**src/verilog/fad_regs.svh**
```systemverilog
// Offsets, field positions, reset values and timing counts of the unit
`ifndef FAD_REGS_SVH
`define FAD_REGS_SVH
`define FAD_OFF_SRC1    8'h00
`define FAD_OFF_SRC2    8'h04
`define FAD_OFF_ISSUE   8'h08
`define FAD_OFF_ADDRES  8'h0c
`define FAD_OFF_DIVRES  8'h10
`define FAD_OFF_STATUS  8'h14
`define FAD_OFF_INFO    8'h18
`define FAD_F_DBZ       7'h01
`define FAD_F_INX       7'h02
`define FAD_F_UNF       7'h04
`define FAD_F_OVF       7'h08
`define FAD_F_INV       7'h10
`define FAD_F_IFZ       7'h20
`define FAD_F_OFZ       7'h40
`define FAD_OPC_ADDFL   8'h70
`define FAD_OPC_DIV     8'h6c
`define FAD_SLOT_ADD_A  3'h1
`define FAD_SLOT_ADD_B  3'h4
`define FAD_SLOT_DIV    3'h2
`define FAD_ISS_SLOT    8
`define FAD_ISS_GEN     16
`define FAD_ISS_GRD     17
`define FAD_ST_RM       8
`define FAD_INFO_REF    2
`define FAD_ADD_LAT     3
`define FAD_DIV_LAT     17
`define FAD_DIV_REC     16
`define FAD_DIV_STEPS   4'he
`define FAD_BIAS        10'sd127
`define FAD_EMAX        10'sd254
`define FAD_QNAN        32'hffffffff
`define FAD_RST_WORD    32'h00000000
`endif

```
**src/verilog/fad_pkg.sv**
```systemverilog
// Types and shared float helpers of the add-flags and divide unit
`include "fad_regs.svh"
package fad_pkg;
  typedef struct packed {
    logic [31:0] val;
    logic [6:0]  flg;
  } fad_res_t;
  typedef struct packed {
    logic [31:0] a;
    logic [31:0] b;
    logic [1:0]  rm;
    logic        wen;
  } fad_op_t;
  typedef struct packed {
    logic den;
    logic nan;
    logic snan;
    logic inf;
    logic zer;
  } fad_cls_t;
  typedef enum logic [1:0] {
    fad_s_idle = 2'b01,
    fad_s_run  = 2'b10
  } fad_dst_t;
  function automatic fad_cls_t fad_class(input logic [31:0] x);
    fad_cls_t c;
    c.zer  = x[30:23] == 8'h00;
    c.den  = c.zer && x[22:0] != 23'h0;
    c.inf  = x[30:23] == 8'hff && x[22:0] == 23'h0;
    c.nan  = x[30:23] == 8'hff && x[22:0] != 23'h0;
    c.snan = c.nan && !x[22];
    return c;
  endfunction
  function automatic fad_res_t fad_round(input logic s, input logic signed [9:0] e,
      input logic [23:0] m, input logic g, input logic st, input logic [1:0] rm);
    logic              inc;
    logic [24:0]       mr;
    logic signed [9:0] er;
    fad_res_t          r;
    case (rm)
      2'h0: inc = g & (st | m[0]);
      2'h1: inc = ~s & (g | st);
      2'h2: inc = s & (g | st);
      default: inc = 1'b0;
    endcase
    mr = {1'b0, m} + {24'h0, inc};
    er = e + signed'({9'h0, mr[24]});
    r.flg = (g | st) ? `FAD_F_INX : 7'h00;
    r.val = {s, er[7:0], mr[24] ? mr[23:1] : mr[22:0]};
    if (e < 10'sd1) begin
      r.val = {s, 31'h0};
      r.flg = `FAD_F_OFZ | `FAD_F_UNF | `FAD_F_INX;
    end else if (er > `FAD_EMAX) begin
      r.val = {s, 8'hff, 23'h0};
      r.flg = `FAD_F_OVF | `FAD_F_INX;
    end
    return r;
  endfunction
endpackage

```
**src/verilog/fad_addfl.sv**
```systemverilog
// Exception flag vector that a single-precision add would raise
`timescale 1ns/1ps
`include "fad_regs.svh"
module fad_addfl (
  input  fad_pkg::fad_op_t op_i,
  output logic [6:0]       flg_o
);
  import fad_pkg::*;
  fad_cls_t          ca;
  fad_cls_t          cb;
  logic [31:0]       xb;
  logic [31:0]       xs;
  logic [7:0]        d;
  logic [53:0]       ext;
  logic [26:0]       sh;
  logic [23:0]       sb;
  logic [27:0]       sum;
  logic [26:0]       nrm;
  logic [4:0]        lz;
  logic              fnd;
  logic signed [9:0] eb;
  fad_res_t          rr;
  always_comb begin
    ca = fad_class(op_i.a);
    cb = fad_class(op_i.b);
    // Denormals count as zero in the magnitude order
    xb = ((cb.zer ? 31'h0 : op_i.b[30:0]) > (ca.zer ? 31'h0 : op_i.a[30:0])) ? op_i.b : op_i.a;
    xs = (xb == op_i.b && op_i.a != op_i.b) ? op_i.a : op_i.b;
    d = xb[30:23] - xs[30:23];
    sb = (xb[30:23] == 8'h00) ? 24'h0 : {1'b1, xb[22:0]};
    ext = {(xs[30:23] == 8'h00) ? 24'h0 : {1'b1, xs[22:0]}, 30'h0} >> ((d > 8'd28) ? 8'd28 : d);
    sh = ext[53:27] | {26'h0, |ext[26:0]};
    sum = (op_i.a[31] ^ op_i.b[31]) ? {1'b0, sb, 3'h0} - {1'b0, sh} : {1'b0, sb, 3'h0} + {1'b0, sh};
    lz = 5'h0;
    fnd = 1'b0;
    for (int i = 26; i >= 0; i--) begin
      if (!fnd && sum[i]) begin
        fnd = 1'b1;
      end else if (!fnd) begin
        lz = lz + 5'h1;
      end
    end
    nrm = sum[26:0] << lz;
    eb = signed'({2'h0, xb[30:23]});
    if (sum[27]) begin
      rr = fad_round(xb[31], eb + 10'sd1, sum[27:4], sum[3], |sum[2:0], op_i.rm);
    end else begin
      rr = fad_round(xb[31], eb - signed'({5'h0, lz}), nrm[26:3], nrm[2], |nrm[1:0], op_i.rm);
    end
    flg_o = (ca.den | cb.den) ? `FAD_F_IFZ : 7'h00;
    if (ca.nan | cb.nan) begin
      flg_o = flg_o | ((ca.snan | cb.snan) ? `FAD_F_INV : 7'h00);
    end else if (ca.inf & cb.inf & (op_i.a[31] ^ op_i.b[31])) begin
      flg_o = flg_o | `FAD_F_INV;
    end else if (!(ca.inf | cb.inf) && sum != 28'h0) begin
      flg_o = flg_o | rr.flg;
    end
  end
endmodule

```
**src/verilog/fad_div.sv**
```systemverilog
// Iterative single-precision divider, two quotient bits per clock
`timescale 1ns/1ps
`include "fad_regs.svh"
module fad_div (
  input  logic              clk,
  input  logic              rst_n,
  input  logic              start_i,
  input  fad_pkg::fad_op_t  op_i,
  output logic              done_o,
  output logic              wen_o,
  output fad_pkg::fad_res_t res_o
);
  import fad_pkg::*;
  fad_dst_t          st_r, st_nxt;
  logic [3:0]        cnt_r, cnt_nxt;
  logic [25:0]       rem_r, rem_nxt;
  logic [23:0]       dv_r, dv_nxt;
  logic [27:0]       q_r, q_nxt;
  logic signed [9:0] ex_r, ex_nxt;
  logic [1:0]        rm_r, rm_nxt;
  logic              sg_r, sg_nxt, wen_r, wen_nxt, sp_r, sp_nxt, done_r, done_nxt;
  fad_res_t          spv_r, spv_nxt, res_r, res_nxt, fin;
  fad_cls_t          ca;
  fad_cls_t          cb;
  assign done_o = done_r;
  assign wen_o  = wen_r;
  assign res_o  = res_r;
  always_comb begin
    st_nxt = st_r;
    {cnt_nxt, rem_nxt, dv_nxt, q_nxt, ex_nxt} = {cnt_r, rem_r, dv_r, q_r, ex_r};
    {rm_nxt, sg_nxt, wen_nxt, sp_nxt, spv_nxt, res_nxt} = {rm_r, sg_r, wen_r, sp_r, spv_r, res_r};
    done_nxt = 1'b0;
    fin = '0;
    ca = fad_class(op_i.a);
    cb = fad_class(op_i.b);
    case (st_r)
      fad_s_idle: if (start_i) begin
        st_nxt = fad_s_run;
        cnt_nxt = `FAD_DIV_STEPS;
        rem_nxt = ca.zer ? 26'h0 : {3'h1, op_i.a[22:0]};
        dv_nxt = {1'b1, op_i.b[22:0]};
        q_nxt = 28'h0;
        ex_nxt = signed'({2'h0, op_i.a[30:23]}) - signed'({2'h0, op_i.b[30:23]}) + `FAD_BIAS;
        sg_nxt = op_i.a[31] ^ op_i.b[31];
        rm_nxt = op_i.rm;
        wen_nxt = op_i.wen;
        spv_nxt.flg = (ca.den | cb.den) ? `FAD_F_IFZ : 7'h00;
        spv_nxt.val = `FAD_QNAN;
        sp_nxt = 1'b1;
        if (ca.nan | cb.nan) begin
          spv_nxt.flg = spv_nxt.flg | ((ca.snan | cb.snan) ? `FAD_F_INV : 7'h00);
        end else if ((ca.inf & cb.inf) | (ca.zer & cb.zer)) begin
          spv_nxt.flg = spv_nxt.flg | `FAD_F_INV;
        end else if (ca.inf | cb.zer) begin
          spv_nxt.val = {sg_nxt, 8'hff, 23'h0};
          spv_nxt.flg = spv_nxt.flg | ((cb.zer & ~ca.inf) ? `FAD_F_DBZ : 7'h00);
        end else if (cb.inf | ca.zer) begin
          spv_nxt.val = {sg_nxt, 31'h0};
        end else begin
          sp_nxt = 1'b0;
        end
      end
      fad_s_run: begin
        for (int k = 0; k < 2; k++) begin
          if (rem_nxt >= {2'h0, dv_r}) begin
            rem_nxt = rem_nxt - {2'h0, dv_r};
            q_nxt = {q_nxt[26:0], 1'b1};
          end else begin
            q_nxt = {q_nxt[26:0], 1'b0};
          end
          rem_nxt = {rem_nxt[24:0], 1'b0};
        end
        cnt_nxt = cnt_r - 4'h1;
        if (cnt_r == 4'h1) begin
          st_nxt = fad_s_idle;
          done_nxt = 1'b1;
          if (q_nxt[27]) begin
            fin = fad_round(sg_r, ex_r, q_nxt[27:4], q_nxt[3], (|q_nxt[2:0]) | (|rem_nxt), rm_r);
          end else begin
            fin = fad_round(sg_r, ex_r - 10'sd1, q_nxt[26:3], q_nxt[2], (|q_nxt[1:0]) | (|rem_nxt),
                            rm_r);
          end
          fin.flg = fin.flg | spv_r.flg;
          res_nxt = sp_r ? spv_r : fin;
        end
      end
      default: st_nxt = fad_s_idle;
    endcase
  end
  always_ff @(posedge clk or negedge rst_n) begin
    if (!rst_n) begin
      st_r <= fad_s_idle;
      {cnt_r, rem_r, dv_r, q_r, ex_r} <= {4'h0, 26'h0, 24'h0, 28'h0, 10'sd0};
      {rm_r, sg_r, wen_r, sp_r, done_r} <= 6'h00;
      spv_r <= '0;
      res_r <= '0;
    end else begin
      st_r <= st_nxt;
      {cnt_r, rem_r, dv_r, q_r, ex_r} <= {cnt_nxt, rem_nxt, dv_nxt, q_nxt, ex_nxt};
      {rm_r, sg_r, wen_r, sp_r, done_r} <= {rm_nxt, sg_nxt, wen_nxt, sp_nxt, done_nxt};
      spv_r <= spv_nxt;
      res_r <= res_nxt;
    end
  end
endmodule

```
**src/verilog/fad_top.sv**
```systemverilog
// Add-flags and divide datapath with its status word behind a Wishbone slave
// How it works
// - Add-flags: opcode 112, latency 3, slots 1/4
// - Add-flags returns exception bits, not sum
// - Returned vector uses status word bit layout
// - Add-flags never touches status word flags
// - Both round by status word rounding mode
// - Add-flags flushes denormal inputs, reports 0x20
// - Denormal sum reports output-flushed bit
// - Output-flushed 0x40, underflow 0x4, inexact 0x2
// - Overflow is 0x8, with inexact 0xa
// - Input-flushed 0x20, invalid 0x10
// - Divide-by-zero is 0x1
// - Guarded add-flags writes only when guard set
// - Divide: opcode 108, latency 17, recovery 16, slot 2
// - Divide writes rounded first over second
// - Divide flushes denormal inputs, sets input-flushed
// - Denormal quotient becomes zero, sets output-flushed
// - Divide exceptions set status word flags
// - Flags sticky; only status write clears
// - Flags update with divide destination write
// - Simultaneous status write and divide update OR divide flags into written flags
// - Guarded divide changes nothing when guard clear
// - Normal over zero gives infinity, divide-by-zero
// - Infinity over infinity gives all-ones NaN, invalid
//
// Register access over Wishbone and the placing of the registers were chosen for this implementation.
`timescale 1ns/1ps
`include "fad_regs.svh"
module fad_top (
  input  logic        clk_sys,
  input  logic        resetn,
  input  logic        wb_cyc_i,
  input  logic        wb_stb_i,
  input  logic        wb_we_i,
  input  logic [7:0]  wb_adr_i,
  input  logic [3:0]  wb_sel_i,
  input  logic [31:0] wb_dat_i,
  output logic [31:0] wb_dat_o,
  output logic        wb_ack_o
);
  import fad_pkg::*;

  localparam int ADD_DEPTH = `FAD_ADD_LAT - 1;
  localparam int DIV_TOP   = `FAD_DIV_LAT - 1;

  logic [1:0]           rs_r;
  logic                 rst_n;
  logic                 ack_r;
  logic                 ack_nxt;
  logic [31:0]          rd_r;
  logic [31:0]          rd_nxt;
  logic [31:0]          src1_r;
  logic [31:0]          src1_nxt;
  logic [31:0]          src2_r;
  logic [31:0]          src2_nxt;
  logic [6:0]           flg_r;
  logic [6:0]           flg_nxt;
  logic [1:0]           rm_r;
  logic [1:0]           rm_nxt;
  logic [31:0]          addres_r;
  logic [31:0]          addres_nxt;
  logic [31:0]          divres_r;
  logic [31:0]          divres_nxt;
  logic                 ref_r;
  logic                 ref_nxt;
  fad_op_t              aop_r;
  fad_op_t              aop_nxt;
  logic                 av_r;
  logic                 av_nxt;
  logic [6:0]           pf_r [ADD_DEPTH];
  logic [6:0]           pf_nxt [ADD_DEPTH];
  logic [ADD_DEPTH-1:0] pv_r;
  logic [ADD_DEPTH-1:0] pv_nxt;
  logic [ADD_DEPTH-1:0] pw_r;
  logic [ADD_DEPTH-1:0] pw_nxt;
  logic [DIV_TOP:0]     dsr_r;
  logic [DIV_TOP:0]     dsr_nxt;
  logic [3:0]           rec_r;
  logic [3:0]           rec_nxt;
  fad_res_t             pend_r;
  fad_res_t             pend_nxt;
  logic                 pendw_r;
  logic                 pendw_nxt;
  logic                 wr;
  logic                 iss;
  logic                 st_wr;
  logic [7:0]           opc;
  logic [2:0]           slot;
  logic                 gok;
  logic                 add_go;
  logic                 div_go;
  logic                 add_wr;
  logic                 div_wr;
  logic                 upd;
  fad_op_t              dop;
  logic [6:0]           add_flg;
  logic                 div_done;
  logic                 div_wen;
  fad_res_t             div_res;

  // Byte-lane merge of a write into a stored word
  function automatic logic [31:0] fad_merge(input logic [31:0] old, input logic [31:0] nw,
                                            input logic [3:0] sel);
    logic [31:0] r;
    for (int i = 0; i < 4; i++) begin
      r[i*8 +: 8] = sel[i] ? nw[i*8 +: 8] : old[i*8 +: 8];
    end
    return r;
  endfunction

  // Reset release through two flops
  always_ff @(posedge clk_sys or negedge resetn) begin
    if (!resetn) begin
      rs_r <= 2'h0;
    end else begin
      rs_r <= {rs_r[0], 1'b1};
    end
  end
  assign rst_n = rs_r[1];

  assign wb_ack_o = ack_r;
  assign wb_dat_o = rd_r;

  // Bus decode and issue decode
  assign wr     = wb_cyc_i & wb_stb_i & wb_we_i & ack_r;
  assign iss    = wr && wb_adr_i == `FAD_OFF_ISSUE;
  assign st_wr  = wr && wb_adr_i == `FAD_OFF_STATUS;
  assign opc    = wb_dat_i[7:0];
  assign slot   = wb_dat_i[`FAD_ISS_SLOT +: 3];
  assign gok    = ~wb_dat_i[`FAD_ISS_GEN] | wb_dat_i[`FAD_ISS_GRD];
  assign add_go = iss && opc == `FAD_OPC_ADDFL &&
                  (slot == `FAD_SLOT_ADD_A || slot == `FAD_SLOT_ADD_B);
  assign div_go = iss && opc == `FAD_OPC_DIV && slot == `FAD_SLOT_DIV && rec_r == 4'h0;
  assign dop    = '{a: src1_r, b: src2_r, rm: rm_r, wen: gok};
  assign add_wr = pv_r[ADD_DEPTH-1] & pw_r[ADD_DEPTH-1];
  assign div_wr = dsr_r[DIV_TOP] & pendw_r;
  assign upd    = div_wr | st_wr;

  fad_addfl u_addfl (
    .op_i  (aop_r),
    .flg_o (add_flg)
  );

  fad_div u_div (
    .clk     (clk_sys),
    .rst_n   (rst_n),
    .start_i (div_go),
    .op_i    (dop),
    .done_o  (div_done),
    .wen_o   (div_wen),
    .res_o   (div_res)
  );

  always_comb begin
    ack_nxt = wb_cyc_i & wb_stb_i & ~ack_r;
    rd_nxt = rd_r;
    if (ack_nxt && !wb_we_i) begin
      case (wb_adr_i)
        `FAD_OFF_SRC1:   rd_nxt = src1_r;
        `FAD_OFF_SRC2:   rd_nxt = src2_r;
        `FAD_OFF_ADDRES: rd_nxt = addres_r;
        `FAD_OFF_DIVRES: rd_nxt = divres_r;
        `FAD_OFF_STATUS: rd_nxt = {22'h0, rm_r, 1'b0, flg_r};
        `FAD_OFF_INFO:   rd_nxt = {29'h0, ref_r, |dsr_r | (rec_r != 4'h0), av_r | (|pv_r)};
        default:         rd_nxt = 32'h0;
      endcase
    end
  end

  always_ff @(posedge clk_sys or negedge rst_n) begin
    if (!rst_n) begin
      ack_r <= 1'b0;
      rd_r <= `FAD_RST_WORD;
    end else begin
      ack_r <= ack_nxt;
      rd_r <= rd_nxt;
    end
  end

  always_comb begin
    src1_nxt = src1_r;
    src2_nxt = src2_r;
    if (wr && wb_adr_i == `FAD_OFF_SRC1) begin
      src1_nxt = fad_merge(src1_r, wb_dat_i, wb_sel_i);
    end
    if (wr && wb_adr_i == `FAD_OFF_SRC2) begin
      src2_nxt = fad_merge(src2_r, wb_dat_i, wb_sel_i);
    end
    ref_nxt = ref_r;
    if (wr && wb_adr_i == `FAD_OFF_INFO && wb_dat_i[`FAD_INFO_REF]) begin
      ref_nxt = 1'b0;
    end
    if (iss && !add_go && !div_go) begin
      ref_nxt = 1'b1;
    end
    aop_nxt = add_go ? dop : aop_r;
    av_nxt = add_go;
    pv_nxt[0] = av_r;
    pw_nxt[0] = aop_r.wen;
    pf_nxt[0] = add_flg;
    for (int i = 1; i < ADD_DEPTH; i++) begin
      pv_nxt[i] = pv_r[i-1];
      pw_nxt[i] = pw_r[i-1];
      pf_nxt[i] = pf_r[i-1];
    end
    addres_nxt = add_wr ? {25'h0, pf_r[ADD_DEPTH-1]} : addres_r;
    dsr_nxt = {dsr_r[DIV_TOP-1:0], div_go};
    if (div_go) begin
      rec_nxt = 4'(`FAD_DIV_REC - 1);
    end else begin
      rec_nxt = (rec_r != 4'h0) ? rec_r - 4'h1 : 4'h0;
    end
    pend_nxt = div_done ? div_res : pend_r;
    pendw_nxt = div_done ? div_wen : pendw_r;
    divres_nxt = div_wr ? pend_r.val : divres_r;
  end

  always_comb begin
    flg_nxt = flg_r;
    rm_nxt = rm_r;
    if (st_wr && wb_sel_i[0]) begin
      flg_nxt = wb_dat_i[6:0];
    end
    if (st_wr && wb_sel_i[1]) begin
      rm_nxt = wb_dat_i[`FAD_ST_RM +: 2];
    end
    if (div_wr) begin
      flg_nxt = flg_nxt | pend_r.flg;
    end
  end

  always_ff @(posedge clk_sys or negedge rst_n) begin
    if (!rst_n) begin
      src1_r <= `FAD_RST_WORD;
      src2_r <= `FAD_RST_WORD;
      flg_r <= 7'h00;
      rm_r <= 2'h0;
      addres_r <= `FAD_RST_WORD;
      divres_r <= `FAD_RST_WORD;
      ref_r <= 1'b0;
      aop_r <= '0;
      av_r <= 1'b0;
      pv_r <= '0;
      pw_r <= '0;
      for (int i = 0; i < ADD_DEPTH; i++) begin
        pf_r[i] <= 7'h00;
      end
      dsr_r <= '0;
      rec_r <= 4'h0;
      pend_r <= '0;
      pendw_r <= 1'b0;
    end else begin
      src1_r <= src1_nxt;
      src2_r <= src2_nxt;
      flg_r <= flg_nxt;
      rm_r <= rm_nxt;
      addres_r <= addres_nxt;
      divres_r <= divres_nxt;
      ref_r <= ref_nxt;
      aop_r <= aop_nxt;
      av_r <= av_nxt;
      pv_r <= pv_nxt;
      pw_r <= pw_nxt;
      pf_r <= pf_nxt;
      dsr_r <= dsr_nxt;
      rec_r <= rec_nxt;
      pend_r <= pend_nxt;
      pendw_r <= pendw_nxt;
    end
  end
endmodule

```
**config.mk**
```make
export PLATFORM = sky130hd
export DESIGN_NAME = fad_top
export DESIGN_NICKNAME = d
export VERILOG_FILES = /design/src/verilog/fad_pkg.sv /design/src/verilog/fad_addfl.sv /design/src/verilog/fad_div.sv /design/src/verilog/fad_top.sv
export VERILOG_INCLUDE_DIRS = /design/src /design/src/verilog
export SDC_FILE = /design/constraint.sdc
export NUM_CORES = 1
export LEC_CHECK = 0
export ABC_AREA = 1
export ABC_CLOCK_PERIOD_IN_PS = 17150
export BUFFER_PORTS_ARGS = -buffer_cell sky130_fd_sc_hd__buf_2
export CORE_MARGIN = 5
export CORE_UTILIZATION = 44
export CTS_CLUSTER_SIZE = 28
export DETAILED_ROUTE_END_ITERATION = 16
export GPL_TIMING_DRIVEN = 0
export HOLD_SLACK_MARGIN = 0.15
export PLACE_DENSITY = 0.59
export SKIP_CTS_REPAIR_TIMING = 1
export SLEW_MARGIN = 20
export SYNTH_ARGS = -nofsm -noshare
export SYNTH_HDL_FRONTEND = slang
export SYNTH_SLANG_ARGS = --single-unit
```
**constraint.sdc**
```tcl
create_clock -name clk_sys -period 17.15 [get_ports clk_sys]
set_input_delay 0.8575 -clock clk_sys [delete_from_list [all_inputs] [get_ports clk_sys]]
set_output_delay 0.8575 -clock clk_sys [all_outputs]
set_load 0.03 [all_outputs]
```
# Yosys cells after proc, flatten, opt, wreduce, memory -nomap -nowiden
# Index checks and enable logic that the tools add are counted.
# totals
word_cells	491
ff_bits	471
output_inout_bits	33
input_bits	49
# op_classes
n_shift	2
bitwise	60
n_eq_ne	26
mux	163
n_reduce_logical	137
addsub	46
n_lt_le_gt_ge	12
# op_table
op	n
$mux W5	54
$pmux W32 S6	1
$mux W38	5
$mux W32	5
$add A5 B1 Y5 const B	26
$mux W39	3
$pmux W26 S2	2
$add A24 B1 Y25	4
$mux W25	4
$mux W31	3
$logic_not A23 Y1	4
$reduce_bool A23 Y1	4
$mux W7	12
$mux W24	3
$logic_and A1 B1 Y1	60
$logic_not A8 Y1	7
$mux W28	2
$shr A54 B8 Y54	1
$ge A26 B24 Y1	2
$mux W26	2
$sub A25 B24 Y25	2
$mux W1	46
$mux W23	2
$or A7 B7 Y7	6
other kinds (58)	186

# Depth between registers and ports, before layout
# Gate-level depths: netlist (run 1).
# depth
depth_word	110
mapped_depth	191
ltp_nobuf	189

# Modules after synthesis
# A second synthesis (run 1) with hierarchy kept.
# unflattened
cells_unflattened	5280
area_unflattened_um2	35271.3
# by_module_without_submodules
mod	area_per_inst_um2	n_inst	cells_each	seq_area_each_um2
fad_div	12064.1	1	1759	3554.7
fad_top	11713.7	1	1290	7382.1
fad_addfl	11493.5	1	2231	0.0

# Worst setup path after synthesis (run 1)
# OpenSTA, ideal clock, no wires.
# synth_timing
kind	register to register
start	register aop_r[28] (netlist bit)
end	register pf_r (netlist bit pf_nxt[3])
path_buffers	5
arrival_ps	23950
slack_ps	-6931
t_required_ps	17020
synth_period_minus_slack_ps	24081
path_stages_with_launch	172
setup_time_ps	130
cell_sequence	dfrtp_1 > nor4_1 > inv_1 > nor2_1 > clkbuf_1 > nor2_1 > ha_1 > nand2_1 > nor2_1 > nand4_1 > nor3_2 > nand2_1 > a21boi_0 > inv_1 > clkbuf_1 > o21ai_0 > inv_1 > ha_1 > (+136 left out) > nor3_1 > a21oi_1 > nor2_1 > ha_1 > ha_1 > and2_1 > nand2_1 > nor2_1 > nand2_1 > nor2_1 > nand2_1 > inv_1 > nand3_1 > o21ai_0 > nand2_1 > inv_1 > o22ai_1 > nor3b_1
# synth_via
elab_chain_len	110
elab_cells_between_ends	225
classes_between	add/sub: 35; order compare: 6; eq/ne: 3; shift: 2; mux: 98; bitwise: 17; reduce/logical: 64
# synth_lines
element	line	source
from (decl)	fad_top.sv:67	fad_op_t aop_r;
from (signal assigned)	fad_top.sv:261	aop_r <= aop_nxt;
$logic_not A8 Y1	fad_pkg.sv:27	c.zer = x[30:23] == 8'h00;
$mux W31	fad_addfl.sv:27	xb = ((cb.zer ? 31'h0 : op_i.b[30:0]) > (ca.zer ? 31'h0 : op_i.a[30:0])) ? op_i.b : op_i.a;
$gt A31 B31 Y1	fad_addfl.sv:27	
$mux W32	fad_addfl.sv:27	
$eq A32 B32 Y1	fad_addfl.sv:28	xs = (xb == op_i.b && op_i.a != op_i.b) ? op_i.a : op_i.b;
$logic_and A1 B1 Y1	fad_addfl.sv:28	
$mux W31	fad_addfl.sv:28	
$sub A8 B8 Y8	fad_addfl.sv:29	d = xb[30:23] - xs[30:23];
(+95 left out)	n/a	
$mux W7	fad_pkg.sv:53	end else if (er > `FAD_EMAX) begin
$mux W7	fad_pkg.sv:50	if (e < 10'sd1) begin
$mux W7	fad_addfl.sv:45	if (sum[27]) begin
$or A7 B7 Y7	fad_addfl.sv:56	flg_o = flg_o | rr.flg;
$mux W7	fad_addfl.sv:55	end else if (!(ca.inf | cb.inf) && sum != 28'h0) begin
$mux W7	fad_addfl.sv:53	end else if (ca.inf & cb.inf & (op_i.a[31] ^ op_i.b[31])) begin
$mux W7 *	fad_addfl.sv:51	if (ca.nan | cb.nan) begin
net add_flg[3]	fad_top.sv:97	logic [6:0] add_flg;
to (signal assigned)	fad_top.sv:265	pf_r <= pf_nxt;
to (decl)	fad_top.sv:71	logic [6:0] pf_r [ADD_DEPTH];
# The timed path passes the listed nets; every way through them passes the cells marked *. The select of a mux whose other input is x is not followed.
# A chain may end at the register's enable or synchronous reset.

# Worst setup path after layout (run 1)
# layout_timing
start	register aop_r[27] (netlist bit)
end	register pf_r (netlist bit pf_nxt[3])
# Same word-level chain as after synthesis.

==> results of run 1 <==
[routing by layer]
layer  vias to the layer above  share of wire, %
li1                      16679                 -
met2                      1046                47
met1                     16032                44
met3                       225               4.9
met4                         2               3.9
met5                         -             0.011
[cells in the final DEF (no fill, tap or decap), drive strengths merged, types with 11 or more instances in the layout]
master,netlist,layout
a21oi,186,186
nand3,420,420
o211ai,30,30
clkinv,6,11
xnor2,46,46
nand2,1290,1290
or2,12,12
nor4,47,47
buf,35,197
nand3b,11,11
nor3,56,56
o21ai,495,495
dfrtp,429,429
o32ai,12,12
a22oi,11,11
o22ai,69,69
clkbuf,138,200
xor2,112,112
nand4,81,81
ha,200,200
nor2,388,388
o221ai,13,13
inv,702,703
a31oi,12,12
a211oi,34,34
[flip-flops by register name, indices dropped and copies added, names as in the netlist, 10 cells and up]
signal and flops:
u_div.q_r 26, u_div.dv_r 24, u_div.ex_r 10, src2_r 32, src1_r 32, wb_dat_o 32, aop_r 67, u_div.res_o 38
divres_r 32, u_div.rem_r 26, dsr_r 17, pend_r 38
[critical path, delay by kind of cell (launching register included)]
family | cells | cell delay [ns]
DFF | 1 | 0.45
and+or+nand+nor | 64 | 6.32
buffers and inverters | 36 | 3.01
muxes | 2 | 0.23
AOI/OAI and AO/OA | 40 | 5.48
adders and majority gates | 32 | 7.91
xor gates and xnor gates | 1 | 0.20
[worst paths after layout]
kind	from	endpoint	slack, ns	depth (start not counted)
hold / removal	rs_r[1]	u_div.rem_r[12]	0.27	0
min in group clk_sys	rs_r[0]	rs_r[1]	0.35	0
hold reg to reg	rs_r[1]	u_div.rem_r[12]	0.27	0
max in group asynchronous	rs_r[1]	aop_r[31]	15.93	2
setup reg to reg	aop_r[27]	pf_nxt[3]	-6.65	175
setup / recovery	aop_r[27]	pf_nxt[3]	-6.65	175
[per-stage QoR]
step                instances  instance area (µm²)  hold WS (ns)  worst slack [ns]  power (mW)
floorplan                4936                33880        0.3312            -4.556       1.080
global placement         5994                35500        0.3344            -7.862       1.106
detailed placement       6005                35760        0.2746            -7.993       1.113
CTS                      6082                37270       0.01092            -8.089       2.130
global route             6155                39230        0.2997            -7.886       2.178
finish                   6156                39230        0.2653            -6.650       2.115
[power groups by stage]
stage                     registers (mW)  logic, mW  clock network (mW)
final                               1.03     0.0670                1.02
after global routing                1.03     0.0759                1.08
after CTS                           1.03     0.0678                1.04
after detailed placement            1.04     0.0680                   0
after global placement              1.06     0.0410                   0
after floorplan                     1.06     0.0217                   0
[layout make-up]
class                      instances  share of cell area, %
antenna                            1               0.006378
inverter                         708                  6.837
clock inverter                    16                 0.6474
sequential                       430                  27.46
timing repair buffer             164                  3.253
buffer                           173                  2.261
clock buffer                      61                  3.199
tap                              978                  3.119
multi-input combinational       3625                  53.22
[cell families after synthesis]
family | synth area share [%]
other | 0.01117
XOR/XNOR | 4.123
adder cells (fa/ha/maj) | 7.814
buffers and inverters | 10.07
multiplexers | 0.3914
AO/OA/AOI/OAI | 15.57
AND/OR/NAND/NOR | 29.96
flip-flops | 32.06
==> flow_summary.ini, run 1 <==
[place]
io_buffers = 80
hpwl_um = 94520
routabilityCongestion = 0.9546

[detailed_routing]
via_per_inst = 5.520
final_antenna_net_count = 0
drt-total-wl_um = 118500
vias = 33984
drt_iter0_markers = 2792
drt_pass1_iterations = 7
wire_per_inst_um = 19.25
remaining_drc_errors = 0

[synthesis]
synth_cells = 4936
netlist_area_um2 = 33560
synth_seq_cells = 430
postSynth.asyncResetShare_pct = 100.0
ys_seq_area_share_pct = 32.06
yosys-top-cells-area = dfrtp_1 (32%), nand2_1 (14%), inv_1 (7.6%)
synth_top_area_share_pct = 31.99
synth_cell_types = 69
synth_common_cells = nand2_1 (1268), inv_1 (679), o21ai_0 (464)
synth_flop_cell = dfrtp_1
synth_edf_count = 0
yosys.area.top_type = dfrtp_1
synth.most_common_cell = nand2_1
syn_avg_cell_area_um2 = 6.800
syn_nets = 5191
yosysWarnings = 0

[timing]
rsz0062_at_grt = true
finalMaxSlewViolations = 0
finalSetupTns_ns = -19.32
fin_crit_ns = 23.80
fin_worst_skew_ns = 0.01574
hold_viol = 0
fin_crit_sh_pct = 138.8
slew_headroom_pct = 20.14
fmax_mhz = 42.02
worst_pin_slew_ns = 1.194
setup_slack_ns = -6.650
finalSetupViolations = 3

[power]
internal_power_mw = 1.631
worst_ir_drop_vdd_uv = 84.79
power-per-cell-area_nw_per_um2 = 53.90
clkPwrFrac_pct = 48.3
p_seq_share_pct = 48.5
power.share.combinational_pct = 3.2
switchingPower_mw = 0.4840
power.static_leakage_nw = 19.21
p_sw_share_pct = 22.89

[run_status]
status = complete, but fails checks
violations = negative setup slack

[worst_setup_path]
path_common_cell = nand2_2
crit_type = flop to flop
crit_path_max_incr_delay_ns = 0.45
crit_fanout = 11
worst_ep_required_time_ns = 17.60
cp_data_arrival_time_ns = 24.25
endpoint_kind = flop
worstSetupStartpointType = flop
cpMaxStageDelayCell = dfrtp_1

[cells_and_area]
ff_latch_area_um2 = 10770
syn_to_final_growth_pct = 16.89
utilization_pct = 51.74
fillCellCount = 7757
multi_input_area_um2 = 20880
nets = 5401
drive_gt1_share_pct = 12.56

[floorplanning]
row_count = 101
pin_count = 82
die_x_um = 286.2
dieHeight_um = 286.2
core-area_um2 = 75820
die_area_um2 = 81900
start_util_pct = 44.27

[grt]
antenna_found_initial = 4
use_met1_pct = 36.74
use_met2_pct = 46.91
grt-ovfl-total = 0
grt_max_degree = 57
busiest_layer = met2
grt_pass1_wl_um = 179600
grt_pass1_vias = 31549
grt_use_met3_pct = 2.812
grt_use_total_pct = 27.50

[cts]
cts_buffers = 44
clkTransAtPathRegs_ns = 0.06
clockBufferDepth = 3
root_buffer = clkbuf_16
cts_tree = yes
clock_latency_ns = 0.60
clock_sinks = 430
cts-htree-levels = 2

[hold_path]
hp-class = flop to async pin

[flow_run]
maxCapViolations = 0
No activity file was read; power rests on OpenSTA's default activity.
==> run 2, diff against run 1 <==
--- a/config.mk
+++ b/config.mk
@@ -8,11 +8,11 @@
 export LEC_CHECK = 0
 export ABC_AREA = 1
 export ABC_CLOCK_PERIOD_IN_PS = 17150
-export BUFFER_PORTS_ARGS = -buffer_cell sky130_fd_sc_hd__buf_2
 export CORE_MARGIN = 5
-export CORE_UTILIZATION = 44
+export CORE_UTILIZATION = 45
 export CTS_CLUSTER_SIZE = 28
 export DETAILED_ROUTE_END_ITERATION = 16
+export DONT_BUFFER_PORTS = 1
 export GPL_TIMING_DRIVEN = 0
 export HOLD_SLACK_MARGIN = 0.15
 export PLACE_DENSITY = 0.59
==> run 2 against run 1 <==
  * The flow still finishes with violations (negative setup slack)
  * Count of clock-buffer cells in the layout is 3 lower
  * Worst hold slack worse by 0.0061 ns
  * Critical path depth increased by 7
  * First-iteration DRC count fell by 2.8%
  * Power fell by 2.3%
  * Largest power group unchanged
==> flow_summary.ini, run 2 (synthesis gave the netlist of run 1 again) <==
[grt]
antenna_found_initial = 3
grt_pass1_wl_um = 178300
grt_use_total_pct = 27.64
grt-ovfl-total = 0
grt_pass1_vias = 31122
grt_max_degree = 56

[cts]
clockBufferDepth = 3
clkTransAtPathRegs_ns = 0.06
clock_sinks = 430
clock_latency_ns = 0.57
cts-htree-levels = 2
cts_tree = yes
root_buffer = clkbuf_16
cts_buffers = 42

[cells_and_area]
final_common_cell = nand2_1
syn_to_final_growth_pct = 15.90
largest_reg_flops = 67
fillCellCount = 7548
final_cell_area_um2 = 38900
nets = 5330
instances_no_fill = 6080
multi_input_area_um2 = 20910
ff_latch_area_um2 = 10770
drive_gt1_share_pct = 11.59
largest-register = aop_r
most-common-layout-cells = nand2_1 (1219), inv_1 (647), o21ai_0 (440)

[timing]
whs_ns = 0.2592
worst_pin_slew_ns = 1.034
finalSetupViolations = 3
finalMaxSlewViolations = 0
hold_viol = 0
fin_crit_ns = 23.15
finalSetupTns_ns = -17.52
fin_worst_skew_ns = 0.02065
fin_crit_sh_pct = 135.0
rsz0062_at_grt = true
slew_headroom_pct = 30.52
fmax_mhz = 43.20
setup_slack_ns = -6.000

[power]
power.static_leakage_nw = 18.89
worst_ir_drop_vdd_uv = 85.08
power-per-cell-area_nw_per_um2 = 53.09

[detailed_routing]
via_per_inst = 5.533
remaining_drc_errors = 0
wire_per_inst_um = 19.48
drt-total-wl_um = 118400
drt_iter0_markers = 2714
final_antenna_net_count = 0
vias = 33643
drt_pass1_iterations = 5

[worst_setup_path]
crit_path_max_incr_delay_ns = 0.46
path_common_cell = nand2_2
cpMaxStageDelayCell = dfrtp_1
crit_fanout = 8
endpoint_kind = flop
worstSetupStartpointType = flop
rr_worst_depth = 182
cp_data_arrival_time_ns = 23.57
crit_type = flop to flop
worst_ep_required_time_ns = 17.57

[floorplanning]
core-area_um2 = 74200
die_x_um = 283.1
pin_count = 82
start_util_pct = 45.24
die_area_um2 = 80150
row_count = 100
dieHeight_um = 283.1

[place]
hpwl_um = 93680
io_buffers = 0
post-place-ws_ns = -7.850
routabilityCongestion = 0.9629
dp.cells = 5916
placed_area_um2 = 35350

[flow_run]
maxCapViolations = 0

[run_status]
status = complete, but fails checks
violations = negative setup slack

[hold_path]
hp-class = flop to async pin
## run 2: changes by cell type in the layout (fill, tap and decap cells not counted), sizes merged
| cell | delta |
|---|---|
| inv | +1 |
| clkbuf | -6 |
| clkinv | +5 |
| bufinv | -1 |
| buf | -66 |
| diode | +2 |
| clkinvlp | -2 |
## run 2: where the power goes
part           leakage (nW)  internal, mW  switching (mW)  total [mW]
combinational          12.6        0.0152          0.0413      0.0566
sequential             5.61          1.02         0.00744        1.03
clock                 0.720         0.564           0.417       0.981
total                  18.9          1.60           0.466        2.07
## run 2: worst paths after layout
check                           from        endpoint  slack [ns]
min reg2reg                  rs_r[1]  u_div.rem_r[3]        0.26
max in group asynchronous    rs_r[1]       aop_r[32]       15.63
min                          rs_r[1]  u_div.rem_r[3]        0.26
max                        aop_r[29]       pf_nxt[3]       -6.00
min in group clk_sys         rs_r[0]         rs_r[1]        0.35
max reg2reg                aop_r[29]       pf_nxt[3]       -6.00
## run 2: worst max-delay path: cells and delay by family, from the launching register on
kind            cells  cell delay (ns)
simple gates       71             6.62
xor+xnor            1             0.20
compound gates     37             4.69
flops               1             0.46
buf+inv            39             3.04
mux                 2             0.16
fa+ha+maj          32             7.79
## run 2: layer usage
metal  part of all wire [%]  routed length, µm  GRT usage (%)  vias to the layer above
li1                       -                  -              -                    16555
met1                     43              50580          36.05                    15912
met2                     47              55320          46.75                      945
met3                    5.9               6949          4.051                      229
met4                    4.7               5578          10.46                        2
met5                  0.011                 13              0                        -
## run 2: layout make-up
type	instances	share of cell area (%)
Multi-Input combinational cell	3625	53.75
Inverter	708	6.903
Antenna cell	3	0.01930
Buffer	170	2.223
Clock buffer	58	3.143
Timing Repair Buffer	98	2.576
Sequential cell	430	27.69
Clock inverter	19	0.5758
Tap cell	969	3.117
## run 2: stage by stage
| stage | util (%) | total power [mW] |
|---|---|---|
| 3_3_place_gp | 47.30 | 1.097 |
| 3_5_place_dp | 47.65 | 1.104 |
| 4_1_cts | 49.60 | 2.080 |
| 2_1_floorplan | - | 1.080 |
| 6_report | 52.43 | 2.065 |
| 5_1_grt | 52.42 | 2.131 |
